File: config.mk
export PLATFORM = sky130hd
export DESIGN_NAME = ipu_core
export DESIGN_NICKNAME = d
export VERILOG_FILES = /design/src/ipu_resolver.v /design/src/ipu_core.v
export VERILOG_INCLUDE_DIRS = /design/src /design/src/src
export SDC_FILE = /design/constraint.sdc
export NUM_CORES = 1
export LEC_CHECK = 0
export BUFFER_PORTS_ARGS = -buffer_cell sky130_fd_sc_hd__buf_2
export CORE_UTILIZATION = 50
export DETAILED_ROUTE_END_ITERATION = 6
export PLACE_DENSITY = 0.79
export SYNTH_ARGS = -nofsm -noshare
export SYNTH_HDL_FRONTEND = slang
export SYNTH_SLANG_ARGS = --single-unit
export TNS_END_PERCENT = 10
File: constraint.sdc
create_clock -name clk -period 5 [get_ports clk]
set_clock_uncertainty 0.2 [all_clocks]
set_input_delay 0.5 -clock clk [delete_from_list [all_inputs] [get_ports clk]]
set_output_delay 0.5 -clock clk [all_outputs]
set_load 0.005 [all_outputs]
File: src/ipu_regs.vh
/*
  Constants of the interrupt priority unit: port selects, command word bit
  positions, second command word action codes and reset values.
  Assumes it is included by bare name from each design file that needs it.
*/
// Function
// - A low-port write with bit 4 set starts initialization afresh.
// - That word clears mask, makes level 7 lowest, clears special mask, selects requests.
// - The second initialization byte is required but its value is ignored.
// - Bit 0 of the first word says whether a fourth word follows.
// - Writing the fourth word to the high port ends initialization.
// - Fourth word bit 0 selects processor mode, bit 1 automatic end of service.
// - High-port writes after initialization load mask bits; high-port reads return them.
// - Second word: bit 7 rotate, bit 6 level enable, bit 5 end, bits 2-0 level.
// - Non-specific end clears the highest-priority in-service bit.
// - Specific end clears the in-service bit named by the level field.
// - Rotate with non-specific end clears top in-service bit and makes it lowest.
// - Rotate-in-automatic setting rotates priority after each acknowledge read in automatic end mode.
// - Rotate with specific end clears the named bit and makes it lowest.
// - Set-priority makes the named level lowest, others follow circularly.
// - Third word: bit 6 enables bit 5 to select special or normal masking.
// - Third word bit 2 makes the next low read return the poll result.
// - Without poll, bit 1 selects next low read: requests or in-service by bit 0.
// - Poll and register-read together: poll wins, register-read selection ignored.
// - Command words are accepted at any time once initialization completes.
// - Poll read returns level in bits 2-0, sets in-service, clears request.
// - Level 0 highest by default; in-service bit inhibits equal or lower requests, only equal ones under special masking.
// - With no request pending at a poll read, level 7 is reported.
// - In automatic end mode the poll read does not set the in-service bit.
`ifndef IPU_REGS_VH
`define IPU_REGS_VH

// ----------------------------------------------------------------------
// Port selects
// ----------------------------------------------------------------------
`define IPU_PORT_LOW          1'b0
`define IPU_PORT_HIGH         1'b1

// ----------------------------------------------------------------------
// Command word bit positions
// ----------------------------------------------------------------------
`define IPU_CW1_START_BIT     4
`define IPU_CW1_NEED4_BIT     0
`define IPU_CW4_UPM_BIT       1'b0
`define IPU_CW4_AUTO_END_OF_SERVICE_BIT      1
`define IPU_OCW_SEL_BIT       3
`define IPU_EOI_ROTATION_COMMAND_WORD_ACT_MSB      7
`define IPU_EOI_ROTATION_COMMAND_WORD_ACT_LSB      5
`define IPU_MASK_MODE_READ_SELECT_WORD_SPECIAL_MASKING_WRITE_ENABLE_BIT     6
`define IPU_MASK_MODE_READ_SELECT_WORD_SMM_BIT      5
`define IPU_MASK_MODE_READ_SELECT_WORD_POLL_BIT     2
`define IPU_MASK_MODE_READ_SELECT_WORD_RR_BIT       1
`define IPU_MASK_MODE_READ_SELECT_WORD_RIS_BIT      0

// ----------------------------------------------------------------------
// Second command word actions (rotate, level enable, end)
// ----------------------------------------------------------------------
`define IPU_ACT_ROT_AUTO_END_OF_SERVICE_CLR  3'h0
`define IPU_ACT_NS_EOI        3'h1
`define IPU_ACT_SP_EOI        3'h3
`define IPU_ACT_ROT_AUTO_END_OF_SERVICE_SET  3'h4
`define IPU_ACT_ROT_NS_EOI    3'h5
`define IPU_ACT_SET_PRIO      3'h6
`define IPU_ACT_ROT_SP_EOI    3'h7

// ----------------------------------------------------------------------
// Reset and initialization values
// ----------------------------------------------------------------------
`define IPU_MASK_RST          8'h00
`define IPU_LOWEST_RST        3'h7
`define IPU_SLAVE_ADDR_RST    3'h7
`define IPU_NO_REQ_LEVEL      3'h7
`define IPU_READ_IRR          1'b0
`define IPU_READ_ISR          1'b1

`endif

File: src/ipu_resolver.v
/*
  Priority resolver of the interrupt priority unit: finds the winning
  request and the highest-priority in-service level under rotated priority.
  Assumes purely combinational use inside ipu_core on one clock.
*/
`timescale 1ns/1ns
`include "ipu_regs.vh"
module ipu_resolver
(
  // Pending state
  input  wire [7:0] req,
  input  wire [7:0] in_service_register,
  // Priority and masking mode
  input  wire [2:0] lowest,
  input  wire       special_masking_select,
  // Results
  output reg        win_valid,
  output reg  [2:0] win_lvl,
  output reg        isr_valid,
  output reg  [2:0] isr_lvl
);

  reg   [3:0] k;
  reg   [2:0] lvl;
  reg         blocked;

  // ----------------------------------------------------------------------
  // Scan from highest priority (just above lowest) down to lowest
  // ----------------------------------------------------------------------
  always @*
  begin
    win_valid = 1'b0;
    win_lvl   = `IPU_NO_REQ_LEVEL;
    isr_valid = 1'b0;
    isr_lvl   = 3'h0;
    blocked   = 1'b0;
    lvl       = 3'h0;
    for (k = 4'h1; k <= 4'h8; k = k + 4'h1)
    begin
      lvl = lowest + k[2:0];
      // An in-service level blocks itself and, when nested, all below it.
      if (in_service_register[lvl] && !special_masking_select)
        blocked = 1'b1;
      if (!win_valid && !blocked && req[lvl] && !in_service_register[lvl])
      begin
        win_valid = 1'b1;
        win_lvl   = lvl;
      end
      if (!isr_valid && in_service_register[lvl])
      begin
        isr_valid = 1'b1;
        isr_lvl   = lvl;
      end
    end
  end

endmodule

File: src/ipu_core.v
/*
  Interrupt priority unit: eight-level programmable interrupt controller
  with initialization words, masking, end-of-service, rotation and poll.
  Assumes the host bus strobes are synchronous to clk, one cycle wide,
  and never carry a read and a write in the same cycle.
*/
`timescale 1ns/1ns
`include "ipu_regs.vh"
module ipu_core
#(
  parameter LINES = 8
)
(
  // Clock, reset and enable
  input  wire             clk,
  input  wire             resetn,
  input  wire             ce,
  // Host byte ports
  input  wire             bus_cs,
  input  wire             bus_wr,
  input  wire             bus_rd,
  input  wire             bus_addr,
  input  wire [7:0]       bus_wdata,
  output reg  [7:0]       bus_rdata,
  // Request pins
  input  wire [LINES-1:0] request_lines,
  // Status outputs
  output reg              int_out,
  output reg              init_done,
  output reg              processor_mode_bit,
  output reg              auto_end_of_service
);

  // ----------------------------------------------------------------------
  // Initialization states
  // ----------------------------------------------------------------------
  localparam ST_IDLE   = 2'b00;
  localparam ST_SECOND = 2'b01;
  localparam ST_FOURTH = 2'b10;
  localparam ST_READY  = 2'b11;

  reg   [1:0]       state_q;
  reg   [1:0]       state_d;
  reg               need4_q;
  reg               need4_d;
  reg   [7:0]       mask_q;
  reg   [7:0]       mask_d;
  reg   [7:0]       irr_q;
  reg   [7:0]       irr_d;
  reg   [7:0]       isr_q;
  reg   [7:0]       isr_d;
  reg   [2:0]       lowest_q;
  reg   [2:0]       lowest_d;
  reg               smm_q;
  reg               smm_d;
  reg               read_sel_q;
  reg               read_sel_d;
  reg               poll_q;
  reg               poll_d;
  reg               rot_auto_end_of_service_q;
  reg               rot_auto_end_of_service_d;
  reg               upm_q;
  reg               upm_d;
  reg               auto_end_of_service_q;
  reg               auto_end_of_service_d;
  reg   [7:0]       rdata_q;
  reg   [7:0]       rdata_d;
  reg               int_q;
  reg               int_d;
  reg               done_q;

  reg   [7:0]       irr_set;
  reg   [7:0]       irr_clr;
  reg   [7:0]       isr_set;
  reg   [7:0]       isr_clr;

  reg   [LINES-1:0] req_meta_q;
  reg   [LINES-1:0] req_sync_q;
  reg   [LINES-1:0] req_prev_q;
  wire  [7:0]       req_rise;

  wire              wr_low;
  wire              wr_high;
  wire              rd_low;
  wire              rd_high;
  wire  [2:0]       act;

  wire              win_valid;
  wire  [2:0]       win_lvl;
  wire              isr_valid;
  wire  [2:0]       isr_lvl;

  // ----------------------------------------------------------------------
  // Port decode
  // ----------------------------------------------------------------------
  assign wr_low  = bus_cs & bus_wr & (bus_addr == `IPU_PORT_LOW);
  assign wr_high = bus_cs & bus_wr & (bus_addr == `IPU_PORT_HIGH);
  assign rd_low  = bus_cs & bus_rd & (bus_addr == `IPU_PORT_LOW);
  assign rd_high = bus_cs & bus_rd & (bus_addr == `IPU_PORT_HIGH);
  assign act     = bus_wdata[`IPU_EOI_ROTATION_COMMAND_WORD_ACT_MSB:`IPU_EOI_ROTATION_COMMAND_WORD_ACT_LSB];

  // ----------------------------------------------------------------------
  // Request pin synchronisers and rising-edge detect
  // ----------------------------------------------------------------------
  genvar g;
  generate
    for (g = 0; g < 8; g = g + 1)
    begin : g_rise
      if (g < LINES)
      begin : g_used
        assign req_rise[g] = req_sync_q[g] & ~req_prev_q[g];
      end
      else
      begin : g_unused
        assign req_rise[g] = 1'b0;
      end
    end
  endgenerate

  always @(posedge clk or negedge resetn)
  begin
    if (!resetn)
    begin
      req_meta_q <= {LINES{1'b0}};
      req_sync_q <= {LINES{1'b0}};
      req_prev_q <= {LINES{1'b0}};
    end
    else if (ce)
    begin
      req_meta_q <= request_lines;
      req_sync_q <= req_meta_q;
      req_prev_q <= req_sync_q;
    end
  end

  // ----------------------------------------------------------------------
  // Priority resolution over unmasked requests
  // ----------------------------------------------------------------------
  ipu_resolver u_resolver
  (
    .req       (irr_q & ~mask_q),
    .in_service_register       (isr_q),
    .lowest    (lowest_q),
    .special_masking_select       (smm_q),
    .win_valid (win_valid),
    .win_lvl   (win_lvl),
    .isr_valid (isr_valid),
    .isr_lvl   (isr_lvl)
  );

  // ----------------------------------------------------------------------
  // Command decode and next state
  // ----------------------------------------------------------------------
  always @*
  begin
    state_d    = state_q;
    need4_d    = need4_q;
    mask_d     = mask_q;
    lowest_d   = lowest_q;
    smm_d      = smm_q;
    read_sel_d = read_sel_q;
    poll_d     = poll_q;
    rot_auto_end_of_service_d = rot_auto_end_of_service_q;
    upm_d      = upm_q;
    auto_end_of_service_d     = auto_end_of_service_q;
    rdata_d    = rdata_q;
    irr_set    = req_rise;
    irr_clr    = 8'h00;
    isr_set    = 8'h00;
    isr_clr    = 8'h00;

    // Writes.
    if (wr_low && bus_wdata[`IPU_CW1_START_BIT])
    begin
      // Bits 1, 2 and 5 to 7 carry nothing for a single controller.
      state_d    = ST_SECOND;
      need4_d    = bus_wdata[`IPU_CW1_NEED4_BIT];
      mask_d     = `IPU_MASK_RST;
      lowest_d   = `IPU_LOWEST_RST;
      smm_d      = 1'b0;
      read_sel_d = `IPU_READ_IRR;
      poll_d     = 1'b0;
      rot_auto_end_of_service_d = 1'b0;
      if (!bus_wdata[`IPU_CW1_NEED4_BIT])
      begin
        upm_d  = 1'b0;
        auto_end_of_service_d = 1'b0;
      end
    end
    else if (wr_high && (state_q == ST_SECOND))
    begin
      // Value is ignored; the slave address stays fixed at its reset value.
      state_d = need4_q ? ST_FOURTH : ST_READY;
    end
    else if (wr_high && (state_q == ST_FOURTH))
    begin
      upm_d   = bus_wdata[`IPU_CW4_UPM_BIT];
      auto_end_of_service_d  = bus_wdata[`IPU_CW4_AUTO_END_OF_SERVICE_BIT];
      state_d = ST_READY;
    end
    else if (state_q == ST_READY)
    begin
      if (wr_high)
        mask_d = bus_wdata;
      else if (wr_low && bus_wdata[`IPU_OCW_SEL_BIT])
      begin
        if (bus_wdata[`IPU_MASK_MODE_READ_SELECT_WORD_SPECIAL_MASKING_WRITE_ENABLE_BIT])
          smm_d = bus_wdata[`IPU_MASK_MODE_READ_SELECT_WORD_SMM_BIT];
        if (bus_wdata[`IPU_MASK_MODE_READ_SELECT_WORD_POLL_BIT])
          poll_d = 1'b1;
        else if (bus_wdata[`IPU_MASK_MODE_READ_SELECT_WORD_RR_BIT])
          read_sel_d = bus_wdata[`IPU_MASK_MODE_READ_SELECT_WORD_RIS_BIT];
      end
      else if (wr_low)
      begin
        case (act)
          `IPU_ACT_NS_EOI:
          begin
            if (isr_valid)
              isr_clr = 8'h01 << isr_lvl;
          end
          `IPU_ACT_SP_EOI:
          begin
            isr_clr = 8'h01 << bus_wdata[2:0];
          end
          `IPU_ACT_ROT_NS_EOI:
          begin
            if (isr_valid)
            begin
              isr_clr  = 8'h01 << isr_lvl;
              lowest_d = isr_lvl;
            end
          end
          `IPU_ACT_ROT_AUTO_END_OF_SERVICE_SET:
          begin
            rot_auto_end_of_service_d = 1'b1;
          end
          `IPU_ACT_ROT_AUTO_END_OF_SERVICE_CLR:
          begin
            rot_auto_end_of_service_d = 1'b0;
          end
          `IPU_ACT_ROT_SP_EOI:
          begin
            isr_clr  = 8'h01 << bus_wdata[2:0];
            lowest_d = bus_wdata[2:0];
          end
          `IPU_ACT_SET_PRIO:
          begin
            lowest_d = bus_wdata[2:0];
          end
          default:
          begin
            lowest_d = lowest_q;
          end
        endcase
      end
    end

    // Reads.
    if (rd_low && poll_q)
    begin
      poll_d = 1'b0;
      if (win_valid)
      begin
        rdata_d = {1'b1, 4'h0, win_lvl};
        irr_clr = 8'h01 << win_lvl;
        if (!auto_end_of_service_q)
          isr_set = 8'h01 << win_lvl;
        else if (rot_auto_end_of_service_q)
          lowest_d = win_lvl;
      end
      else
        rdata_d = {1'b0, 4'h0, `IPU_NO_REQ_LEVEL};
    end
    else if (rd_low)
      rdata_d = (read_sel_q == `IPU_READ_ISR) ? isr_q : irr_q;
    else if (rd_high)
      rdata_d = mask_q;

    irr_d = (irr_q & ~irr_clr) | irr_set;
    isr_d = (isr_q & ~isr_clr) | isr_set;
    int_d = win_valid && (state_d == ST_READY);
  end

  // ----------------------------------------------------------------------
  // State registers
  // ----------------------------------------------------------------------
  always @(posedge clk or negedge resetn)
  begin
    if (!resetn)
    begin
      state_q    <= ST_IDLE;
      need4_q    <= 1'b0;
      mask_q     <= `IPU_MASK_RST;
      irr_q      <= 8'h00;
      isr_q      <= 8'h00;
      lowest_q   <= `IPU_LOWEST_RST;
      smm_q      <= 1'b0;
      read_sel_q <= `IPU_READ_IRR;
      poll_q     <= 1'b0;
      rot_auto_end_of_service_q <= 1'b0;
      upm_q      <= 1'b0;
      auto_end_of_service_q     <= 1'b0;
      rdata_q    <= 8'h00;
      int_q      <= 1'b0;
      done_q     <= 1'b0;
    end
    else if (ce)
    begin
      state_q    <= state_d;
      need4_q    <= need4_d;
      mask_q     <= mask_d;
      irr_q      <= irr_d;
      isr_q      <= isr_d;
      lowest_q   <= lowest_d;
      smm_q      <= smm_d;
      read_sel_q <= read_sel_d;
      poll_q     <= poll_d;
      rot_auto_end_of_service_q <= rot_auto_end_of_service_d;
      upm_q      <= upm_d;
      auto_end_of_service_q     <= auto_end_of_service_d;
      rdata_q    <= rdata_d;
      int_q      <= int_d;
      done_q     <= (state_d == ST_READY);
    end
  end

  // ----------------------------------------------------------------------
  // Output registers
  // ----------------------------------------------------------------------
  always @*
  begin
    bus_rdata           = rdata_q;
    int_out             = int_q;
    init_done           = done_q;
    processor_mode_bit  = upm_q;
    auto_end_of_service = auto_end_of_service_q;
  end

endmodule

==> results of run 1 <==
==> Yosys cell counts (all sizes together), types with 4 or more instances <==
library cell,instances,share of area (%)
o221ai,5,0.82
nand4,6,0.70
a21oi,27,2.5
o22ai,15,1.7
dfrtp,67,31
nor2,25,1.8
xnor2,4,0.93
buf,20,2.5
o31ai,6,0.84
clkbuf,21,1.5
inv,27,1.9
nand3,11,1.0
a32o,4,0.75
or3,5,0.68
mux4,15,6.3
o41ai,5,0.82
and3,8,0.93
a21o,5,0.70
nor2b,10,1.2
nand2,62,4.3
o211ai,9,1.3
nor3,20,1.9
o22a,5,0.82
o21ai,52,4.8
and2,6,0.70
a31oi,11,1.3
mux2,23,4.9
a211oi,5,0.70
o32ai,5,0.82
or2,9,1.0
nand3b,7,0.98
nand2b,11,1.4
nor3b,8,1.1
mux2i,21,3.9
o211a,4,0.75
==> kinds of logic (layout without fill, tap and decap cells) <==
family / after synthesis / in the layout / synth area share (%)
AND/OR/NAND/NOR: 202 / 202 / 20.1
AO/OA/AOI/OAI: 187 / 187 / 24.3
flip-flops: 70 / 70 / 32.7
buffers and inverters: 68 / 88 / 5.90
multiplexers: 59 / 59 / 15.1
XOR/XNOR: 7 / 7 / 1.42
adder cells (fa/ha/maj): 2 / 2 / 0.466
==> per-stage QoR <==
step	area, um^2	cells	worst slack (ps)
floorplan	5370	595	838
global placement	5580	734	421
detailed placement	5580	734	365
CTS	5790	751	358
global route	5790	751	116
finish	5790	751	306
==> cell usage in the layout (no fill, tap or decap), drive strengths merged, types with 20 or more instances in the layout <==
cell	synthesis	layout
dfrtp	67	67
mux2	23	23
nor2	25	25
buf	20	44
nand2	62	62
inv	27	28
nor3	20	20
o21ai	52	52
mux2i	21	21
a21oi	27	27
==> flip-flops by register name, summed over array words and instances, names as in the netlist, 2 cells and up <==
name,flops
bus_rdata,8
irr_q,8
isr_q,8
lowest_q,3
mask_q,8
req_meta_q,8
req_prev_q,8
req_sync_q,8
state_q,2
==> worst paths after layout <==
check,startpoint,end,slack [ps],cells past startpoint
setup / recovery,lowest_q[1],irr_q[5],310,12
max in group asynchronous,resetn,lowest_q[1],3160,3
hold reg to reg,req_prev_q[4],irr_q[4],250,1
setup reg to reg,lowest_q[1],irr_q[5],310,12
min in group asynchronous,resetn,req_sync_q[6],460,2
hold / removal,request_lines[4],req_meta_q[4],180,2
==> power by group <==
group	switching (mW)	internal, mW
clock network	0.223	0.234
registers	0.0426	0.624
logic	0.543	0.341
total	0.809	1.20
==> critical path: cells and delay by family (launching register included) <==
kind            cells  cell delay, ps
compound gates      5            1400
fa+ha+maj           1             750
simple gates        2             690
mux                 2             690
flops               1             530
buf+inv             2             320
==> area by class of cell <==
| cell class | instances | area [um^2] |
|---|---|---|
| multi-input combinational | 457 | 3300 |
| sequential | 70 | 1760 |
| timing repair buffer | 45 | 268 |
| tap | 136 | 170 |
| inverter | 27 | 101 |
| fill | 938 | 4580 |
| clock inverter | 6 | 70.1 |
| clock buffer | 10 | 128 |
==> metal layers <==
metal,global-route usage [%],share of wire [%]
met4,11.8,2.4
met3,4.14,7.8
met2,46.2,47
met5,0,0
met1,40.5,43
==> repair_timing <==
item                      CTS  global route
hold buffers                1             0
hold endpoints to repair   25             0
resized for setup           0             0
==> impl_metrics.tcl, run 1 <==
set metrics [dict create \
    start_kind "register" \
    cts.sinks 70 \
    leakagePower_nw 2.39 \
    status "completed" \
    initial_core_util_pct 51.8 \
    syn_inst 595 \
    cts_root_buf "clkbuf_8" \
    dp_hpwl_um 11400 \
    grt_pass1_vias 4742 \
    grt_pass1_wl_um 25200 \
    end_kind "register" \
    synth_flop_cell "dfrtp_1" \
    antennaDiodeCount 0 \
    rsz0062_at_grt "false" \
    synth_edf_count 0 \
    crit_top_cell "a21oi_1" \
    powerDensity_mw_per_mm2 347 \
    grt_max_degree 55 \
    clkTransAtPathRegs_ps 80 \
    insertion_delay_ps 360 \
    grt.total_usage_pct 29.2 \
    die_y_um 106 \
    syn_area_mm2 0.00537 \
    cpMaxStageDelayCell "ha_1" \
    routabilityCongestion 1.01 \
    die_x_um 106 \
    antenna_left 0 \
    peakVddDrop_mv 0.324 \
    cts_tree "built" \
    post-route-util_pct 55.8 \
    dr_total_vias 5033 \
    ys_seq_elements 70 \
    finalPower_mw 2.01 \
    drtPass1Iterations 7 \
    drtIter0Drc 496 \
    wire_per_inst_um 20.7 \
    yosysSeqAreaShare_pct 32.7 \
    grt_overflow 0 \
    yosysWarnings 0 \
    drt_wl_total_um 15500 \
    slowest_delay_ps 750 \
    final_layout_size_suffix_gt1_share_pct 19.5 \
    worst_pin_slew_ps 761 \
    drc 0 \
    rows 37 \
    htree_levels 3 \
    whs_ps 177 \
    cts_made_buffers 9 \
    crit_chain "inv_1 -> ha_1 -> buf_12 -> mux4_2 -> mux2_2 -> a21oi_1 -> or2_2 -> a21oi_1 -> a32o_1 -> o31a_1 -> or3_4 -> a21o_1" \
    max-slew-margin-rel_pct 48.7 \
    max_cap_violations 0 \
    fmax_mhz 213 \
    arrival_ps 4750 \
    setup_viol 0 \
    slew_viol_final 0 \
    period_minus_slack_ps 4690 \
    hp-class "input port to register" \
    syn_nets 620 \
    cts_post_setup_buffers_inserted 0 \
    criticalPathCategory "register to register" \
    die_area_mm2 0.0112 \
    ios 35 \
    nNetsFinal 635 \
    antenna_found_initial 0 \
    tns_ps 0 \
    clock_path_buffers 2 \
    hold_viol 0 \
    syn_to_final_growth_pct 7.83 \
    ys_async_sr_fraction_pct 100 \
    synth.avg_cell_area_um2 9.02 \
    port-buffer-count 34 \
    cp_max_fo 17 \
    synth_cell_types 77 \
    core_area_mm2 0.0104 \
    via_per_inst 6.70 \
    required_ps 5050 \
    fin_crit_sh_pct 93.9 \
]
Power figures use the tool's default switching activity.
==> run 2: changes to the inputs <==
--- a/config.mk
+++ b/config.mk
@@ -8,6 +8,7 @@
 export LEC_CHECK = 0
 export BUFFER_PORTS_ARGS = -buffer_cell sky130_fd_sc_hd__buf_2
 export CORE_UTILIZATION = 50
+export CTS_BUF_LIST = sky130_fd_sc_hd__clkbuf_4
 export DETAILED_ROUTE_END_ITERATION = 6
 export PLACE_DENSITY = 0.79
 export SYNTH_ARGS = -nofsm -noshare
==> run 2 against run 1 <==
Effect of this change:
- via count down 0.36%
- hold slack worse by 82 ps
- total power down 4.0%
- combinational power about the same
- clock power down 18%
- non-clock buffer count unchanged
- critical path type unchanged
- final area down 0.91%
- critical endpoint is now isr_q[4]
==> impl_metrics.tcl, run 2 (synthesis gave the netlist of run 1 again) <==
set metrics [dict create \
    status "completed" \
    slowest_delay_ps 750 \
    cts_tree "built" \
    whs_ps 95.1 \
    final_cell_mix "67 x dfrtp_1, 62 x nand2_1, 51 x o21ai_0, 34 x buf_2, 27 x a21oi_1" \
    crit_chain "inv_1 -> ha_1 -> buf_12 -> mux4_2 -> mux2_2 -> a21oi_1 -> or2_2 -> a21oi_1 -> a32o_1 -> o31a_1 -> or3_4 -> o22ai_1" \
    tns_ps 0 \
    hp-class "input port to register" \
    crit_top_cell "a21oi_1" \
    antennaDiodeCount 0 \
    routabilityCongestion 1.01 \
    critPathTopFamily "compound AO/OA/AOI/OAI gates" \
    cpMaxStageDelayCell "ha_1" \
    via_per_inst 6.68 \
    worst_pin_slew_ps 775 \
    max_cap_violations 0 \
    grt_overflow 0 \
    leakagePower_nw 2.37 \
    fmax_mhz 212 \
    dr_total_vias 5015 \
    ios 35 \
    hold_buffers 1 \
    required_ps 5140 \
    antenna_found_initial 0 \
    end_kind "register" \
    syn_to_final_growth_pct 6.85 \
    hold_viol 0 \
    clock_path_buffers 2 \
    cts_post_setup_buffers_inserted 0 \
    grt_pass1_vias 4763 \
    antenna_left 0 \
    htree_levels 3 \
    drtIter0Drc 466 \
    filler_cell_count 950 \
    peakVddDrop_mv 0.269 \
    max-slew-margin-rel_pct 47.8 \
    drc 0 \
    cp.depth 12 \
    final_common_cell "dfrtp_1" \
    setup_viol 0 \
    cts.sinks 70 \
    final_layout_size_suffix_gt1_share_pct 19.7 \
    die_y_um 106 \
    grt_pass1_wl_um 25200 \
    dp_hpwl_um 11400 \
    cp_max_fo 17 \
    slew_viol_final 0 \
    cts.repair.resized 0 \
    port-buffer-count 34 \
    die_area_mm2 0.0112 \
    grt.total_usage_pct 29.1 \
    drtPass1Iterations 5 \
    period_minus_slack_ps 4710 \
    grt_max_degree 55 \
    powerDensity_mw_per_mm2 336 \
    nNetsFinal 635 \
    insertion_delay_ps 430 \
    start_kind "register" \
    cts_root_buf "clkbuf_4" \
    fin_crit_sh_pct 94.2 \
    drt_wl_total_um 15500 \
    crit_buf_inv 2 \
    initial_core_util_pct 51.8 \
    die_x_um 106 \
    core_area_mm2 0.0104 \
    wire_per_inst_um 20.6 \
    ff2ff_path_depth 12 \
    clkTransAtPathRegs_ps 120 \
    rows 37 \
    rsz0062_at_grt "false" \
    arrival_ps 4850 \
    whs_path_depth 2 \
    criticalPathCategory "register to register" \
    cts_made_buffers 9 \
]
## run 2: metrics by stage
step | instance area [um^2] | util (%) | cells | power (mW) | setup WS (ps)
detailed placement | 5580 | 53.8 | 734 | 1.54 | 365
CTS | 5740 | 55.3 | 751 | 1.91 | 360
global route | 5740 | 55.3 | 751 | 2.03 | 109
finish | 5740 | 55.3 | 751 | 1.93 | 288
global placement | 5580 | 53.8 | 734 | 1.53 | 421
floorplan | 5370 | - | 595 | 1.32 | 838
## run 2: power breakdown
part	internal, mW	switching, mW	total (mW)	leakage [nW]
clock network	0.161	0.215	0.377	0.0809
registers	0.624	0.0429	0.667	0.859
logic	0.341	0.544	0.885	1.43
total	1.13	0.802	1.93	2.37
## run 2: final timing paths
check                                      start            end  slack [ps]
max in group asynchronous                 resetn    lowest_q[1]        3240
worst min register to register     req_prev_q[4]       irr_q[4]         250
worst max register to register       lowest_q[1]       isr_q[4]         290
min in group asynchronous                 resetn  req_prev_q[0]         380
worst max-delay path                 lowest_q[1]       isr_q[4]         290
worst min-delay path            request_lines[4]  req_meta_q[4]         100
## run 2: per-layer routing
layer | track usage (%) | share of wire, % | vias to the layer above
met5 | 0 | 0 | -
li1 | - | - | 2286
met2 | 45.3 | 46 | 257
met4 | 12.3 | 3.1 | 0
met1 | 40.7 | 43 | 2438
met3 | 3.83 | 7.5 | 34
## run 2: cell type report
| type | count | area, um^2 | area share [%] |
|---|---|---|---|
| multi-input combinational | 457 | 3300 | 57.5 |
| sequential | 70 | 1760 | 30.6 |
| clock buffer | 10 | 75.1 | 1.31 |
| inverter | 27 | 101 | 1.77 |
| timing repair buffer | 45 | 268 | 4.67 |
| tap | 136 | 170 | 2.97 |
| clock inverter | 6 | 70.1 | 1.22 |
==> run 3: changes to the inputs <==
--- a/config.mk
+++ b/config.mk
@@ -10,7 +10,7 @@
 export CORE_UTILIZATION = 50
 export CTS_BUF_LIST = sky130_fd_sc_hd__clkbuf_4
 export DETAILED_ROUTE_END_ITERATION = 6
-export PLACE_DENSITY = 0.79
+export PLACE_DENSITY = 0.66
 export SYNTH_ARGS = -nofsm -noshare
 export SYNTH_HDL_FRONTEND = slang
 export SYNTH_SLANG_ARGS = --single-unit
==> run 3 against run 2 <==
Effect of this change:
- sequential share of layout area increased by 0.11 points
- final cell count unchanged
- register-to-register slack improved by 150 ps
- critical path type unchanged
- largest cell class unchanged
==> impl_metrics.tcl, run 3 (synthesis gave the netlist of run 1 again) <==
set metrics [dict create \
    status "completed" \
    cp_max_fo 17 \
    cts_made_buffers 9 \
    via_per_inst 6.69 \
    grt_pass1_vias 4782 \
    wire_per_inst_um 21.0 \
    fmax_mhz 219 \
    grt.total_usage_pct 29.4 \
    antennaDiodeCount 0 \
    core_area_mm2 0.0104 \
    cts.sinks 70 \
    htree_levels 3 \
    clock_path_buffers 2 \
    criticalPathCategory "register to register" \
    initial_core_util_pct 51.8 \
    max_cap_violations 0 \
    cts_tree "built" \
    antenna_found_initial 0 \
    hp-class "input port to register" \
    p_comb_share_pct 45.5 \
    required_ps 5120 \
    drc 0 \
    antenna_left 0 \
    insertion_delay_ps 430 \
    period_minus_slack_ps 4570 \
    die_x_um 106 \
    drtPass1Iterations 7 \
    routabilityCongestion 0.959 \
    worst_pin_slew_ps 691 \
    nNetsFinal 635 \
    multiInputGateArea_mm2 0.00330 \
    grt_pass1_wl_um 25300 \
    end_kind "register" \
    finalPower_mw 1.91 \
    arrival_ps 4690 \
    drt_wl_total_um 15800 \
    die_area_mm2 0.0112 \
    peakVddDrop_mv 0.212 \
    slew_viol_final 0 \
    max-slew-margin-rel_pct 53.9 \
    dp_hpwl_um 11800 \
    cts_root_buf "clkbuf_4" \
    pwr-share-clk_pct 19.1 \
    place_ws_ps 530 \
    clkTransAtPathRegs_ps 130 \
    seq_area_mm2 0.00176 \
    leakagePower_nw 2.36 \
    cts_post_setup_buffers_inserted 0 \
    start_kind "register" \
    setup_viol 0 \
    hold_viol 0 \
    fin_crit_sh_pct 91.3 \
    placed_area_mm2 0.00557 \
    grt_max_degree 47 \
    power_frac_seq_pct 35.4 \
    grt_overflow 0 \
    final_cell_mix "67 x dfrtp_1, 62 x nand2_1, 51 x o21ai_0, 34 x buf_2, 27 x a21oi_1" \
    rows 37 \
    p_switching_mw 0.791 \
    drtIter0Drc 466 \
    switching_share_pct 41.4 \
    syn_to_final_growth_pct 6.48 \
    final_layout_size_suffix_gt1_share_pct 19.5 \
    rsz0062_at_grt "false" \
    internal_power_mw 1.12 \
    hold_buffers 1 \
    final.setup.worst_slack_ps 434 \
    dr_total_vias 5023 \
    tns_ps 0 \
    die_y_um 106 \
    cts.repair.resized 0 \
    powerDensity_mw_per_mm2 334 \
    filler_cell_count 1006 \
    final_common_cell "dfrtp_1" \
    final_cell_area_mm2 0.00572 \
    port-buffer-count 34 \
    ios 35 \
]
==> run 3: cell types whose count changed in the layout (fill, tap and decap cells not counted) <==
cell        before  now
inv_6            1    0
buf_12           1    0
clkinv_4         3    1
clkinv_1         0    1
clkinvlp_4       0    2
buf_4            9   10
==> run 3: power groups by stage <==
stage               logic [mW]  registers, mW  clock network, mW
floorplan                0.656          0.667                  0
global placement         0.837          0.682                  0
detailed placement       0.845          0.685                  0
CTS                      0.849          0.674              0.374
global route             0.935          0.682              0.393
finish                   0.868          0.675              0.365
==> run 3: final cells by class <==
cell class	instances	area share, %
inverter	27	1.77
multi-input combinational	457	57.7
sequential	70	30.7
clock buffer	10	1.31
tap	136	2.98
clock inverter	6	1.09
timing repair buffer	45	4.46
==> run 3: per-stage QoR <==
| stage | utilization (%) | cells | hold WS, ps |
|---|---|---|---|
| after floorplan | - | 595 | 4.41 |
| after global placement | 53.7 | 734 | 227 |
| after detailed placement | 53.7 | 734 | 237 |
| after CTS | 55.1 | 751 | 63.9 |
| after global routing | 55.1 | 751 | 72.6 |
| final | 55.1 | 751 | 89.0 |
==> run 3: path summary, 6_finish.rpt <==
path | slack [ps] | start | endpoint | cells past startpoint
setup reg to reg | 430 | lowest_q[1] | irr_q[5] | 12
setup / recovery | 430 | lowest_q[1] | irr_q[5] | 12
max in group asynchronous | 3240 | resetn | mask_q[5] | 3
hold / removal | 90 | request_lines[0] | req_meta_q[0] | 2
hold reg to reg | 250 | req_prev_q[3] | irr_q[3] | 1
min in group asynchronous | 350 | resetn | req_meta_q[0] | 2
==> run 3: layer usage <==
metal / track usage [%] / vias to the layer above / wire length (um) / share of wire, %
met5: 0 / - / 0 / 0
met2: 47.3 / 226 / 7410 / 47
met1: 39.2 / 2443 / 6850 / 43
met3: 3.71 / 58 / 842 / 5.3
met4: 14.4 / 0 / 670 / 4.2
li1: - / 2296 / - / -
==> run 3: critical path, stage by stage (launching register included) <==
cell and delay, ps:
dfstp_2 550, inv_1 90, ha_1 570, buf_4 330, inv_1 140, mux4_2 330
nor3b_1 200, or4b_1 580, o311ai_0 380, o211ai_1 200, o2111a_1 280, or3_4 420
a21o_1 180
